==> src/rtl/sleep_wakeup_regs.vh <==
// register offsets, fields, reset values and timing for the sleep wake-up logic
`ifndef SLEEP_WAKEUP_REGS_VH
`define SLEEP_WAKEUP_REGS_VH

// byte offsets
`define CTRL_OFF        8'h00
`define INT_EN_OFF      8'h04
`define INT_PRIO_OFF    8'h08
`define RESET_CTRL_OFF  8'h0C
`define IRQ_STATUS_OFF  8'h10
`define IRQ_MASK_OFF    8'h14
`define STATE_OFF       8'h18

// control fields
`define CTRL_WDT_EN     0
`define CTRL_CFM_EN     1
`define CTRL_XTAL_ON    2
`define CTRL_WDT_KICK   3
`define CTRL_LEVEL_LSB  4
`define CTRL_RESET      32'h0000_0000

// reset control fields
`define RC_SLEEP        0
`define RC_WATCHDOG_TIMEOUT_FLAG         1
`define RC_CLK_FAIL     2

// interrupt status fields
`define IS_WAKE         0
`define IS_CLK_FAIL     1
`define IS_WATCHDOG_TIMEOUT_FLAG         2

// timing, in ns at a 4 ns clock
`define CLK_PERIOD_NS   4
`define POWER_ON_NS     10000
`define PLL_LOCK_NS     20000
`define POWER_UP_NS     64000
`define WDT_PERIOD_NS   2000000

`endif

==> src/rtl/delay_counter.v <==
// reloadable down counter with a one-cycle expiry pulse
`timescale 1ns/1ps
module delay_counter #(
  parameter WIDTH = 24
) (
  // system
  input  wire             clk,
  input  wire             rst_n,
  // control
  input  wire             load,
  input  wire             enable,
  input  wire [WIDTH-1:0] count_val,
  // status
  output reg              expired
);

  reg [WIDTH-1:0] count_reg;

  always @(posedge clk or negedge rst_n) begin
    if (!rst_n) begin
      count_reg <= {WIDTH{1'b0}};
      expired   <= 1'b0;
    end else begin
      expired <= 1'b0;
      if (load) begin
        count_reg <= count_val;
      end else if (enable && count_reg != {WIDTH{1'b0}}) begin
        count_reg <= count_reg - {{(WIDTH-1){1'b0}}, 1'b1};
        // pulse as the count lands on zero
        expired   <= (count_reg == {{(WIDTH-1){1'b0}}, 1'b1});
      end
    end
  end

endmodule

==> src/rtl/pin_sync.v <==
// two-stage synchroniser for asynchronous pins
`timescale 1ns/1ps
module pin_sync #(
  parameter WIDTH = 3
) (
  // system
  input  wire             clk,
  input  wire             rst_n,
  // pins
  input  wire [WIDTH-1:0] d,
  output wire [WIDTH-1:0] q
);

  reg [WIDTH-1:0] meta_reg;
  reg [WIDTH-1:0] sync_reg;

  always @(posedge clk or negedge rst_n) begin
    if (!rst_n) begin
      meta_reg <= {WIDTH{1'b0}};
      sync_reg <= {WIDTH{1'b0}};
    end else begin
      meta_reg <= d;
      sync_reg <= meta_reg;
    end
  end

  assign q = sync_reg;

endmodule

==> src/rtl/sleep_wakeup_status_logic.v <==
// sleep wake-up, start-up clock check and status flags behind an axi4-lite slave
`timescale 1ns/1ps
`include "sleep_wakeup_regs.vh"
module sleep_wakeup_status_logic #(
  parameter POR_CYCLES  = (`POWER_ON_NS + `CLK_PERIOD_NS - 1) / `CLK_PERIOD_NS,
  parameter LOCK_CYCLES = (`PLL_LOCK_NS + `CLK_PERIOD_NS - 1) / `CLK_PERIOD_NS,
  parameter PWRT_CYCLES = (`POWER_UP_NS + `CLK_PERIOD_NS - 1) / `CLK_PERIOD_NS,
  parameter WDT_CYCLES  = `WDT_PERIOD_NS / `CLK_PERIOD_NS
) (
  // system
  input  wire        clk,
  input  wire        rst_n,
  // axi write address
  input  wire [7:0]  s_axi_awaddr,
  input  wire [2:0]  s_axi_awprot,
  input  wire        s_axi_awvalid,
  output reg         s_axi_awready,
  // axi write data
  input  wire [31:0] s_axi_wdata,
  input  wire [3:0]  s_axi_wstrb,
  input  wire        s_axi_wvalid,
  output reg         s_axi_wready,
  // axi write response
  output reg  [1:0]  s_axi_bresp,
  output reg         s_axi_bvalid,
  input  wire        s_axi_bready,
  // axi read address
  input  wire [7:0]  s_axi_araddr,
  input  wire [2:0]  s_axi_arprot,
  input  wire        s_axi_arvalid,
  output reg         s_axi_arready,
  // axi read data
  output reg  [31:0] s_axi_rdata,
  output reg  [1:0]  s_axi_rresp,
  output reg         s_axi_rvalid,
  input  wire        s_axi_rready,
  // interrupt sources and core handshake, same clock
  input  wire [7:0]  irq_req,
  input  wire        sleep_req,
  // asynchronous pins
  input  wire        osc_running,
  input  wire        mclr_n,
  input  wire        brown_out,
  // core control
  output reg         cpu_run,
  output reg         cpu_reset,
  output reg         isr_take,
  output reg  [2:0]  isr_vector,
  output reg         clk_fail_trap,
  // oscillator selection
  output reg         frc_enable,
  output reg         xtal_enable,
  // interrupt
  output reg         irq
);

  ////////////////////////////////////////////////////////////////////////////
  localparam [1:0] ST_START = 2'b00;
  localparam [1:0] ST_RUN   = 2'b01;
  localparam [1:0] ST_SLEEP = 2'b10;
  localparam [1:0] ST_HOLD  = 2'b11;
  localparam [31:0] START_SUM = POR_CYCLES + LOCK_CYCLES + PWRT_CYCLES;
  localparam [31:0] WDT_SUM   = WDT_CYCLES;

  function addr_ok;
    input [7:0] a;
    begin
      addr_ok = (a == `CTRL_OFF) || (a == `INT_EN_OFF) || (a == `INT_PRIO_OFF) ||
                (a == `RESET_CTRL_OFF) || (a == `IRQ_STATUS_OFF) ||
                (a == `IRQ_MASK_OFF) || (a == `STATE_OFF);
    end
  endfunction

  function [31:0] wmerge;
    input [31:0] old;
    input [31:0] nw;
    input [3:0]  strb;
    integer      k;
    begin
      wmerge = old;
      for (k = 0; k < 4; k = k + 1) begin
        if (strb[k]) begin
          wmerge[k*8 +: 8] = nw[k*8 +: 8];
        end
      end
    end
  endfunction

  ////////////////////////////////////////////////////////////////////////////
  reg  [1:0]  state_reg;
  reg  [1:0]  state_next;
  reg  [31:0] ctrl_reg;
  reg  [7:0]  int_en_reg;
  reg  [23:0] int_prio_reg;
  reg  [2:0]  rc_reg;
  reg  [2:0]  istat_reg;
  reg  [2:0]  imask_reg;
  reg         start_load_reg;
  reg         isr_pend_reg;
  reg  [2:0]  vec_pend_reg;
  wire [2:0]  pin_q;
  wire        osc_ok;
  wire        ext_rst;
  wire        start_done;
  wire        wdt_expired;
  wire [7:0]  qual;
  wire        wr_fire;
  wire        rd_fire;
  wire        wr_ctrl;
  wire        wdt_en;
  wire        cfm_en;
  wire        clk_ok;
  wire        irq_wake;
  wire        wdt_wake;
  wire        fail_over;
  reg  [2:0]  best_vec;
  reg  [2:0]  best_prio;
  reg         any_qual;
  reg  [31:0] rd_mux;
  integer     j;
  wire [31:0] en_merge   = wmerge({24'h0, int_en_reg}, s_axi_wdata, s_axi_wstrb);
  wire [31:0] prio_merge = wmerge({8'h00, int_prio_reg}, s_axi_wdata, s_axi_wstrb);

  ////////////////////////////////////////////////////////////////////////////
  // pins cross in through two flops; mclr inverted so reset state reads idle
  pin_sync #(
    .WIDTH (3)
  ) u_pin_sync (
    .clk   (clk),
    .rst_n (rst_n),
    .d     ({osc_running, ~mclr_n, brown_out}),
    .q     (pin_q)
  );

  assign osc_ok  = pin_q[2];
  assign ext_rst = pin_q[1] | pin_q[0];
  assign wdt_en  = ctrl_reg[`CTRL_WDT_EN];
  assign cfm_en  = ctrl_reg[`CTRL_CFM_EN];
  assign clk_ok  = osc_ok | frc_enable;

  // start-up delays run back to back as one count
  delay_counter #(
    .WIDTH (24)
  ) u_start_cnt (
    .clk       (clk),
    .rst_n     (rst_n),
    .load      (start_load_reg | ext_rst),
    .enable    (state_reg == ST_START),
    .count_val (START_SUM[23:0]),
    .expired   (start_done)
  );

  // watchdog: reloaded on kick, on expiry and while disabled
  delay_counter #(
    .WIDTH (24)
  ) u_wdt_cnt (
    .clk       (clk),
    .rst_n     (rst_n),
    .load      (!wdt_en || wdt_expired || (wr_ctrl && s_axi_wdata[`CTRL_WDT_KICK])),
    .enable    (wdt_en),
    .count_val (WDT_SUM[23:0]),
    .expired   (wdt_expired)
  );

  ////////////////////////////////////////////////////////////////////////////
  // per-source qualification: enabled and above the current level
  genvar g;
  generate
    for (g = 0; g < 8; g = g + 1) begin : g_qual
      assign qual[g] = irq_req[g] & int_en_reg[g] &
                       (int_prio_reg[g*3 +: 3] > ctrl_reg[`CTRL_LEVEL_LSB +: 3]);
    end
  endgenerate

  // highest priority wins; lowest index on a tie
  always @* begin
    best_vec  = 3'h0;
    best_prio = 3'h0;
    any_qual  = 1'b0;
    for (j = 7; j >= 0; j = j - 1) begin
      if (qual[j] && (!any_qual || int_prio_reg[j*3 +: 3] >= best_prio)) begin
        best_vec  = j[2:0];
        best_prio = int_prio_reg[j*3 +: 3];
        any_qual  = 1'b1;
      end
    end
  end

  assign irq_wake  = (state_reg == ST_SLEEP) && any_qual;
  assign wdt_wake  = (state_reg == ST_SLEEP) && wdt_en && wdt_expired;
  assign fail_over = (state_reg == ST_START) && start_done && !osc_ok && cfm_en;

  ////////////////////////////////////////////////////////////////////////////
  always @* begin
    state_next = state_reg;
    case (state_reg)
      ST_START: begin
        if (start_done) begin
          if (osc_ok || cfm_en) begin
            state_next = ST_RUN;
          end else begin
            state_next = ST_HOLD;
          end
        end
      end
      ST_RUN: begin
        if (sleep_req) begin
          state_next = ST_SLEEP;
        end
      end
      ST_SLEEP: begin
        // any one source ends sleep; no clock means wait in hold
        if (irq_wake || wdt_wake) begin
          state_next = clk_ok ? ST_RUN : ST_HOLD;
        end
      end
      ST_HOLD: begin
        if (clk_ok) begin
          state_next = ST_RUN;
        end
      end
      default: begin
        state_next = ST_START;
      end
    endcase
    // a reset restarts from any state, sleep included
    if (ext_rst) begin
      state_next = ST_START;
    end
  end

  ////////////////////////////////////////////////////////////////////////////
  // core side
  always @(posedge clk or negedge rst_n) begin
    if (!rst_n) begin
      state_reg      <= ST_START;
      start_load_reg <= 1'b1;
      cpu_run        <= 1'b0;
      cpu_reset      <= 1'b1;
      isr_take       <= 1'b0;
      isr_vector     <= 3'h0;
      isr_pend_reg   <= 1'b0;
      vec_pend_reg   <= 3'h0;
      clk_fail_trap  <= 1'b0;
      frc_enable     <= 1'b0;
      xtal_enable    <= 1'b1;
    end else begin
      state_reg      <= state_next;
      start_load_reg <= 1'b0;
      cpu_run        <= (state_next == ST_RUN);
      cpu_reset      <= ext_rst;
      clk_fail_trap  <= fail_over;
      isr_take       <= 1'b0;
      if (irq_wake) begin
        isr_pend_reg <= 1'b1;
        vec_pend_reg <= best_vec;
      end else if (state_reg == ST_RUN && isr_pend_reg) begin
        // branch to the handler once the core runs again
        isr_take     <= 1'b1;
        isr_vector   <= vec_pend_reg;
        isr_pend_reg <= 1'b0;
      end
      if (ext_rst) begin
        isr_pend_reg <= 1'b0;
      end
      if (fail_over) begin
        frc_enable  <= 1'b1;
        xtal_enable <= 1'b0;
      end else if (wr_ctrl && s_axi_wstrb[0] && s_axi_wdata[`CTRL_XTAL_ON]) begin
        xtal_enable <= 1'b1;
      end else if (frc_enable && xtal_enable && osc_ok) begin
        // leave the rc only once the crystal really runs
        frc_enable <= 1'b0;
      end
    end
  end

  ////////////////////////////////////////////////////////////////////////////
  // axi4-lite slave: address and data taken together, one of each in flight
  assign wr_fire = s_axi_awready;
  assign rd_fire = s_axi_arready;
  assign wr_ctrl = wr_fire && (s_axi_awaddr == `CTRL_OFF);

  always @* begin
    rd_mux = 32'h0000_0000;
    case (s_axi_araddr)
      `CTRL_OFF:       rd_mux = {25'h0, ctrl_reg[6:4], 2'b00, ctrl_reg[1:0]};
      `INT_EN_OFF:     rd_mux = {24'h0, int_en_reg};
      `INT_PRIO_OFF:   rd_mux = {8'h00, int_prio_reg};
      `RESET_CTRL_OFF: rd_mux = {29'h0, rc_reg};
      `IRQ_STATUS_OFF: rd_mux = {29'h0, istat_reg};
      `IRQ_MASK_OFF:   rd_mux = {29'h0, imask_reg};
      `STATE_OFF:      rd_mux = {26'h0, osc_ok, xtal_enable, frc_enable, cpu_run, state_reg};
      default:         rd_mux = 32'h0000_0000;
    endcase
  end

  always @(posedge clk or negedge rst_n) begin
    if (!rst_n) begin
      s_axi_awready <= 1'b0;
      s_axi_wready  <= 1'b0;
      s_axi_bvalid  <= 1'b0;
      s_axi_bresp   <= 2'b00;
      s_axi_arready <= 1'b0;
      s_axi_rvalid  <= 1'b0;
      s_axi_rresp   <= 2'b00;
      s_axi_rdata   <= 32'h0000_0000;
    end else begin
      s_axi_awready <= s_axi_awvalid && s_axi_wvalid && !s_axi_awready && !s_axi_bvalid;
      s_axi_wready  <= s_axi_awvalid && s_axi_wvalid && !s_axi_awready && !s_axi_bvalid;
      if (wr_fire) begin
        s_axi_bvalid <= 1'b1;
        s_axi_bresp  <= addr_ok(s_axi_awaddr) ? 2'b00 : 2'b10;
      end else if (s_axi_bready) begin
        s_axi_bvalid <= 1'b0;
      end
      s_axi_arready <= s_axi_arvalid && !s_axi_arready && !s_axi_rvalid;
      if (rd_fire) begin
        s_axi_rvalid <= 1'b1;
        s_axi_rresp  <= addr_ok(s_axi_araddr) ? 2'b00 : 2'b10;
        s_axi_rdata  <= rd_mux;
      end else if (s_axi_rready) begin
        s_axi_rvalid <= 1'b0;
      end
    end
  end

  ////////////////////////////////////////////////////////////////////////////
  // registers; for sticky flags a set in the clearing cycle wins
  always @(posedge clk or negedge rst_n) begin
    if (!rst_n) begin
      ctrl_reg     <= `CTRL_RESET;
      int_en_reg   <= 8'h00;
      int_prio_reg <= 24'h00_0000;
      rc_reg       <= 3'h0;
      istat_reg    <= 3'h0;
      imask_reg    <= 3'h0;
      irq          <= 1'b0;
    end else begin
      if (wr_fire) begin
        case (s_axi_awaddr)
          `CTRL_OFF:     ctrl_reg     <= wmerge(ctrl_reg, s_axi_wdata, s_axi_wstrb) &
                                         32'h0000_0073;
          `INT_EN_OFF:   int_en_reg   <= en_merge[7:0];
          `INT_PRIO_OFF: int_prio_reg <= prio_merge[23:0];
          `IRQ_MASK_OFF: imask_reg    <= s_axi_wstrb[0] ? s_axi_wdata[2:0] : imask_reg;
          default:       ctrl_reg     <= ctrl_reg;
        endcase
      end
      if (wr_fire && s_axi_awaddr == `RESET_CTRL_OFF && s_axi_wstrb[0]) begin
        rc_reg <= (rc_reg & ~s_axi_wdata[2:0]) |
                  {fail_over, wdt_expired && wdt_en, irq_wake | wdt_wake | ext_rst};
      end else begin
        rc_reg[`RC_SLEEP]    <= rc_reg[`RC_SLEEP] | irq_wake | wdt_wake |
                                ext_rst;
        rc_reg[`RC_WATCHDOG_TIMEOUT_FLAG]     <= rc_reg[`RC_WATCHDOG_TIMEOUT_FLAG] | (wdt_expired && wdt_en);
        rc_reg[`RC_CLK_FAIL] <= rc_reg[`RC_CLK_FAIL] | fail_over;
      end
      if (wr_fire && s_axi_awaddr == `IRQ_STATUS_OFF && s_axi_wstrb[0]) begin
        istat_reg <= (istat_reg & ~s_axi_wdata[2:0]) |
                     {wdt_expired && wdt_en, fail_over, irq_wake | wdt_wake};
      end else begin
        istat_reg <= istat_reg | {wdt_expired && wdt_en, fail_over, irq_wake | wdt_wake};
      end
      irq <= |(istat_reg & imask_reg);
    end
  end

endmodule

==> config.mk <==
export PLATFORM = sky130hd
export DESIGN_NAME = sleep_wakeup_status_logic
export DESIGN_NICKNAME = d
export VERILOG_FILES = /design/src/rtl/delay_counter.v /design/src/rtl/pin_sync.v /design/src/rtl/sleep_wakeup_status_logic.v
export VERILOG_INCLUDE_DIRS = /design/src /design/src/rtl
export SDC_FILE = /design/constraint.sdc
export NUM_CORES = 1
export LEC_CHECK = 0
export BUFFER_PORTS_ARGS = -buffer_cell sky130_fd_sc_hd__buf_2
export CORE_ASPECT_RATIO = 0.5
export CORE_MARGIN = 2
export CORE_UTILIZATION = 25
export CTS_CLUSTER_DIAMETER = 40
export DETAILED_ROUTE_END_ITERATION = 6
export GPL_ROUTABILITY_DRIVEN = 0
export SETUP_SLACK_MARGIN = 0.02
export SLEW_MARGIN = 20
export SYNTH_ARGS = -nofsm -noshare
export SYNTH_HDL_FRONTEND = slang
export SYNTH_SLANG_ARGS = --single-unit
==> constraint.sdc <==
create_clock -name clk -period 10.1 [get_ports clk]
set_input_delay 0.505 -clock clk [delete_from_list [all_inputs] [get_ports clk]]
set_output_delay 0.505 -clock clk [all_outputs]
set_load 0.02 [all_outputs]
After elaboration in Yosys (flattened, before gate mapping)
Cells that the tools add are included.
Widths: inputs -> output; s select.
Word-level totals
  register bits after elaboration: 159
  bits in latches: 0
  bits in writable memories: 0
  memory bits (read-only): 0
  input port bits: 77
  output and inout bits: 51
  word-level logic and storage cells: 251
  memories: 0
Cells by class
  add/subtract/negate cells: 2
  multiply operators: 0
  div/mod/pow operators: 0
  $lt $le $gt $ge: 15
  equal/unequal tests: 19
  shift operators: 0
  multiplexer cells: 58
  bitwise gates (word level): 35
  reductions and logical operators: 89
Operator list (number)
  $pmux 24 s7: 1
  $mux 24: 4
  $mux 3: 17
  $eq 24x1->1 const B: 2
  $eq 8x5->1 const B: 6
  $reduce_bool 24->1: 2
  $sub 24x1->24 const B: 2
  $eq 8x4->1 const B: 4
  $logic_and 1x1->1: 32
  $mux 1: 26
  $gt 3x3->1: 8
  $logic_or 1x1->1: 23
  $ge 3x3->1: 7
  $mux 2: 9
  $reduce_and 3->1: 6
  $and 1x1->1: 16
  $eq 8x3->1 const B: 2
  $logic_not 8->1: 2
  $logic_not 1->1: 13
  $reduce_bool 2->1: 6
  $or 1x1->1: 10
  $and 3x3->3: 3
  $or 3x3->3: 3
  $pmux 2 s4: 1
  other kinds (9): 13

Logic depth before layout (Yosys ltp)
  depth in word-level cells: 37
  gate-level depth with buffers: 58
  depth with buffers taken out: 57

Cells and area by module
Synthesis repeated with hierarchy kept, for this count alone.
Second synthesis, totals
  cells, all modules: 888
  area, all modules: 8777.2 um^2
By module, submodules not included
  sleep_wakeup_status_logic: instances 1, cells an instance 553, area each 5511.5 um^2
  delay_counter (u_start_cnt): instances 1, cells an instance 167, area each 1589.0 um^2
  delay_counter (u_wdt_cnt): instances 1, cells an instance 162, area each 1526.5 um^2
  pin_sync: instances 1, cells an instance 6, area each 150.1 um^2

Least setup slack after synthesis
OpenSTA, ideal clock, no wires.
  kind: flip-flop to flip-flop
  start: register ctrl_reg[5]
  end: register vec_pend_reg[0]
  arrival time: 9.896 ns
  slack: 0.140 ns
  cell stages (with the launch flop): 58
  path buffers: 2
  period minus slack after synthesis: 9.960 ns
  path through: dfrtp_1 -> inv_1 -> ha_1 -> nor2b_1 -> o311a_1 -> and3_1 -> ha_1 -> o21ai_0 -> o2bb2ai_1 -> a21oi_1 -> a22o_1 -> ha_1 -> nand2b_1 -> a21o_1 -> a21oi_1 -> a21oi_1 -> a221oi_1 -> nor2_1 -> [22 not listed] -> o21ai_0 -> o22ai_1 -> ha_1 -> nand2b_1 -> a21o_1 -> a21oi_1 -> or2_2 -> o41a_1 -> o22a_1 -> o31ai_1 -> ha_1 -> nand2b_1 -> a21o_1 -> a21o_1 -> a21boi_0 -> o21a_1 -> a22o_1 -> a31o_2
On the way
  longest elaborated chain between the ends: 32
  elaborated cells on any way between the ends: 68
RTL lines
  start, declared: RTL line sleep_wakeup_status_logic.v:92  | reg [31:0] ctrl_reg;
  start signal, assigned: RTL line sleep_wakeup_status_logic.v:332  | ctrl_reg <= `CTRL_RESET;
  start signal, assigned: RTL line sleep_wakeup_status_logic.v:342  | `CTRL_OFF: ctrl_reg <= wmerge(ctrl_reg, s_axi_wdata, s_axi_wstrb) &
  start signal, assigned: RTL line sleep_wakeup_status_logic.v:347  | default: ctrl_reg <= ctrl_reg;
  $gt 3x3->1: RTL line sleep_wakeup_status_logic.v:171  | (int_prio_reg[g*3 +: 3] > ctrl_reg[`CTRL_LEVEL_LSB +: 3]);
  $and 1x1->1: RTL line sleep_wakeup_status_logic.v:170  | assign qual[g] = irq_req[g] & int_en_reg[g] &
  $mux 3 or $mux 1 (tied branches): RTL line sleep_wakeup_status_logic.v:181  | if (qual[j] && (!any_qual || int_prio_reg[j*3 +: 3] >= best_prio)) begin
  $ge 3x3->1 or $logic_not 1->1 (tied branches): RTL line sleep_wakeup_status_logic.v:181
  $logic_or 1x1->1: RTL line sleep_wakeup_status_logic.v:181
  $logic_and 1x1->1: RTL line sleep_wakeup_status_logic.v:181
  $mux 3 or $mux 1 (tied branches): RTL line sleep_wakeup_status_logic.v:181
  $ge 3x3->1 or $logic_not 1->1 (tied branches): RTL line sleep_wakeup_status_logic.v:181
  [16 not listed]
  $logic_or 1x1->1: RTL line sleep_wakeup_status_logic.v:181
  $logic_and 1x1->1: RTL line sleep_wakeup_status_logic.v:181
  $mux 3 or $mux 1 (tied branches): RTL line sleep_wakeup_status_logic.v:181
  $ge 3x3->1 or $logic_not 1->1 (tied branches): RTL line sleep_wakeup_status_logic.v:181
  $logic_or 1x1->1: RTL line sleep_wakeup_status_logic.v:181
  $logic_and 1x1->1: RTL line sleep_wakeup_status_logic.v:181
  $mux 1: RTL line sleep_wakeup_status_logic.v:181
  $logic_and 1x1->1: RTL line sleep_wakeup_status_logic.v:189  | assign irq_wake = (state_reg == ST_SLEEP) && any_qual;
  end signal, assigned: RTL line sleep_wakeup_status_logic.v:256  | vec_pend_reg <= best_vec;
  end, declared: RTL line sleep_wakeup_status_logic.v:100  | reg [2:0] vec_pend_reg;
Several ways; a longest one is shown, not always the timed one.
A chain may end at the register's enable or synchronous reset.

Worst setup path in the final report
Same ends and word-level chain as after synthesis.

==> out/metrics.sh <==
SEQ_POWER_SHARE=0.464
GR-USAGE-ALL-LAYERS=0.128
HOLD_SLACK_NS=0.0345
FIN_SKEW_NS=0.00824
P_SW_FRAC=0.261
DRCVIOLATIONCOUNT=0
DETAIL_ROUTE.FIRST_PASS.ITERATIONS=5
DRTITER0DRC=443
CELL_INTERNAL_PWR_uW=976
FIN_CRIT_SH=0.962
CTSHTREEMAXLEVEL=4
CLK_PIN_SLEW_NS=0.07
AVGROUTEDWIREPERCELL_MICRONS=15.4
SYNTH_EDF_COUNT=0
CP-END-KIND='register'
WIRE_LENGTH_OF_THE_FIRST_GLOBAL_ROUTING_PASS_MICRONS=34400
CORE-AREA_SQ_UM=31700
CHIPHEIGHT_MICRONS=131
STATUS='completed'
WORST_SLEW_MARGIN_REL=0.335
REPORT.FINAL.SETUP_VIOL=0
CRITICAL_PATH.REG2REG.STARTPOINT='ctrl_reg[5]'
REGISTER_AREA_SHARE_AFTER_SYNTHESIS=0.465
POWER.STATIC_LEAKAGE_nW=4.40
ROUTED_VIAS=6574
DIE-AREA_SQ_UM=33600
WORST_PATH_MAX_DELAY_CELL='sky130_fd_sc_hd__dfrtp_1'
ASYNC_RESET_FF_FRAC=1.00
HOLD_BUFFERS=0
NUMBER_OF_GLOBAL_ROUTE_VIAS_BEFORE_REPAIR=6669
POSTSYNTHREGISTERBITS=149
SETUP_WS_NS=0.387
WL_MICRONS=21500
ANT_NETS=0
AREAGROWTHSYNTHTOFINISH_PCT=24.2
BUFFER_PORTS.INSERTED=102
WORST-PATH-MAX-FANOUT=4
YOSYS_MOST_USED_DFF='sky130_fd_sc_hd__dfrtp_1'
MIN-DELAY-PATH-CLASS='input pin to asynchronous set/reset pin'
CLOCK_TREE.BUFFER_DEPTH=2
SYNTH.LIB_CELLS_USED.DISTINCT=63
LAYOUT.CELLS.MOST_COMMON='sky130_fd_sc_hd__dfrtp_1'
FP_ROWS=46
ANTENNA_FOUND_INITIAL=0
FLOORPLAN.INITIALDENSITY=0.253
CP_TOP_FAMILY='compound AO/OA/AOI/OAI gates'
LAYOUT.NETS=1074
LAYOUT_COMMON_CELLS='146 x sky130_fd_sc_hd__dfrtp_1, 101 x sky130_fd_sc_hd__buf_2, 74 x sky130_fd_sc_hd__nor2_1'
FMAX_MHz=103
SYN_INST=816
POWER_DENSITY_nW_PER_UM2=132
FINAL_PERIOD_MINUS_WORST_SETUP_SLACK_NS=9.71
CP_DATA_ARRIVAL_TIME_NS=10.09
TOP_LEVEL_PORTS=128
CRITPATHBUFINV=2
TRITONCTS='done'
R2R_CELL_COUNT=57
WORSTSETUPPATHDEPTH=57
GRT_MAX_DEGREE=84
ROUTE.DETAILED.VIAS_PER_INST=4.72
CRIT_REQUIRED_NS=10.48
FLOORPLAN.DIE.WIDTH_MICRONS=257
CLKPWRFRAC=0.485
FINALMAXSLEWVIOLATIONS=0
DPL_WORST_SLACK_NS=-0.0587
SYNTH.YOSYS.WARNINGS=0
SYNTH_AREA_PER_CELL_SQ_UM=9.83
PLACE_HPWL_MICRONS=15600
WORST_PATH_LARGEST_CELL_DELAY_NS=0.40
TIMING.RR.END='vec_pend_reg[0]'
CRITPATHLAUNCHTYPE='register'
CTS_INSERTED_BUFFERS=17
PEAKVDDDROP_uV=92.5
CLOCK_LATENCY_NS=0.44
CTS.ROOT.BUFFER_CELL='sky130_fd_sc_hd__clkbuf_16'
RELATIVE_CONTRIBUTION_OF_COMBINATIONAL_CELLS_TO_TOTAL_POWER=0.052
HOLD_VIOL=0
R2R_SLACK_NS=0.39
LEFTOVER_OVERFLOW_AT_THE_END_OF_GLOBAL_ROUTING=0
POST_SYNTHESIS_INSTANCE_AREA_SQ_UM=8020
DRIVE_ABOVE_1_SHARE=0.259
POWER.SWITCHING_uW=344
DRV.MAX_CAP_VIOLATION_COUNT=0
CLOCK_SINKS=149
MAX_SLEW.WORST_PIN.SLEW_NS=0.988
INSERTEDDIODECOUNT=0
CRITPATHKIND='register to register'
[cells by family after synthesis]
group	count (synthesis)	synth area share
simple gates	292	0.180
compound gates	166	0.143
flops	149	0.465
buf+inv	87	0.0460
fa+ha+maj	49	0.0764
xor+xnor	37	0.0404
mux	35	0.0491
other cells	1	0.000467
[worst max-delay path by stage]
stage / start / end / slack [ns]
finish: ctrl_reg[5] / vec_pend_reg[0] / 0.39
global placement: ctrl_reg[5] / vec_pend_reg[0] / 0.22
detailed placement: ctrl_reg[5] / vec_pend_reg[0] / -0.06
floorplan: ctrl_reg[5] / vec_pend_reg[0] / 0.14
CTS: ctrl_reg[5] / vec_pend_reg[0] / 0.04
global route: ctrl_reg[5] / vec_pend_reg[0] / -0.14
[final cells by class]
class | count | area, sq um
fill | 3240 | 21700
multi-input combinational | 590 | 4120
sequential | 149 | 3730
timing repair buffer | 136 | 779
tap | 432 | 541
clock buffer | 17 | 425
inverter | 54 | 203
clock inverter | 15 | 163
[synth_stat cells (3+ instances only)]
| cell | n | area, sq um |
|---|---|---|
| sky130_fd_sc_hd__and2_1 | 4 | 25.0 |
| sky130_fd_sc_hd__clkbuf_1 | 18 | 67.6 |
| sky130_fd_sc_hd__ha_1 | 49 | 613 |
| sky130_fd_sc_hd__o2bb2ai_1 | 3 | 26.3 |
| sky130_fd_sc_hd__nand4_1 | 6 | 37.5 |
| sky130_fd_sc_hd__a22o_1 | 6 | 52.6 |
| sky130_fd_sc_hd__buf_4 | 11 | 82.6 |
| sky130_fd_sc_hd__nor2_1 | 75 | 282 |
| sky130_fd_sc_hd__a211oi_1 | 3 | 22.5 |
| sky130_fd_sc_hd__o31ai_1 | 5 | 37.5 |
| sky130_fd_sc_hd__nand3b_1 | 5 | 37.5 |
| sky130_fd_sc_hd__o21ai_0 | 46 | 230 |
| sky130_fd_sc_hd__a31o_2 | 3 | 26.3 |
| sky130_fd_sc_hd__inv_1 | 54 | 203 |
| sky130_fd_sc_hd__nor3_1 | 26 | 130 |
| sky130_fd_sc_hd__nand2_1 | 63 | 236 |
| sky130_fd_sc_hd__or2_2 | 6 | 37.5 |
| sky130_fd_sc_hd__buf_1 | 3 | 11.3 |
| sky130_fd_sc_hd__a21o_1 | 11 | 82.6 |
| sky130_fd_sc_hd__a221oi_1 | 7 | 61.3 |
| sky130_fd_sc_hd__a31oi_1 | 8 | 50.1 |
| sky130_fd_sc_hd__or3_1 | 12 | 75.1 |
| sky130_fd_sc_hd__o311a_1 | 3 | 30.0 |
| sky130_fd_sc_hd__o21a_1 | 10 | 75.1 |
| sky130_fd_sc_hd__o22ai_1 | 9 | 56.3 |
| sky130_fd_sc_hd__dfrtp_1 | 146 | 3650 |
| sky130_fd_sc_hd__nor4_1 | 12 | 75.1 |
| sky130_fd_sc_hd__a21oi_1 | 17 | 85.1 |
| sky130_fd_sc_hd__xor2_1 | 16 | 140 |
| sky130_fd_sc_hd__nand3_1 | 40 | 200 |
| sky130_fd_sc_hd__and3_1 | 7 | 43.8 |
| sky130_fd_sc_hd__a22oi_1 | 12 | 90.1 |
| sky130_fd_sc_hd__xnor2_1 | 21 | 184 |
| sky130_fd_sc_hd__nor2b_1 | 10 | 62.6 |
| sky130_fd_sc_hd__dfstp_2 | 3 | 78.8 |
| sky130_fd_sc_hd__mux2_2 | 35 | 394 |
| sky130_fd_sc_hd__o311ai_0 | 3 | 26.3 |
| sky130_fd_sc_hd__a222oi_1 | 4 | 40.0 |
| sky130_fd_sc_hd__nand2b_1 | 12 | 75.1 |
[stage by stage]
stage          cells  cell area, sq um  setup TNS (ns)  power, mW  utilization
4_1_cts         1383              9730               0       1.33        0.307
6_report        1393              9970               0       1.32        0.315
5_1_grt         1393              9970          -0.283       1.37        0.315
3_3_place_gp    1351              9130               0      0.689        0.288
2_1_floorplan    826              8060               0      0.654            -
3_5_place_dp    1351              9130         -0.0703      0.692        0.288
[timing repair]
action                                  in CTS  in global routing
endpoints found under the setup margin       3                  3
pin swaps                                    0                 26
resized for setup                            3                 37
endpoints found under the hold margin        0                  0
buffers inserted                             0                 10
[layer usage]
metal	vias up	global-route usage	wire length [microns]	part of all wire
met5	-	0	0	0
met4	0	0.0367	308	0.014
met3	24	0.0226	632	0.029
met1	3288	0.156	9440	0.44
li1	3172	-	-	-
met2	90	0.234	11100	0.52
[power groups by stage]
stage / Combinational [mW] / Clock, mW / Sequential (mW)
floorplan: 0.0303 / 0 / 0.623
global placement: 0.0663 / 0 / 0.623
detailed placement: 0.0688 / 0 / 0.623
CTS: 0.0688 / 0.654 / 0.612
global route: 0.0770 / 0.677 / 0.613
finish: 0.0684 / 0.640 / 0.612
Power figures use the tool's default switching activity.
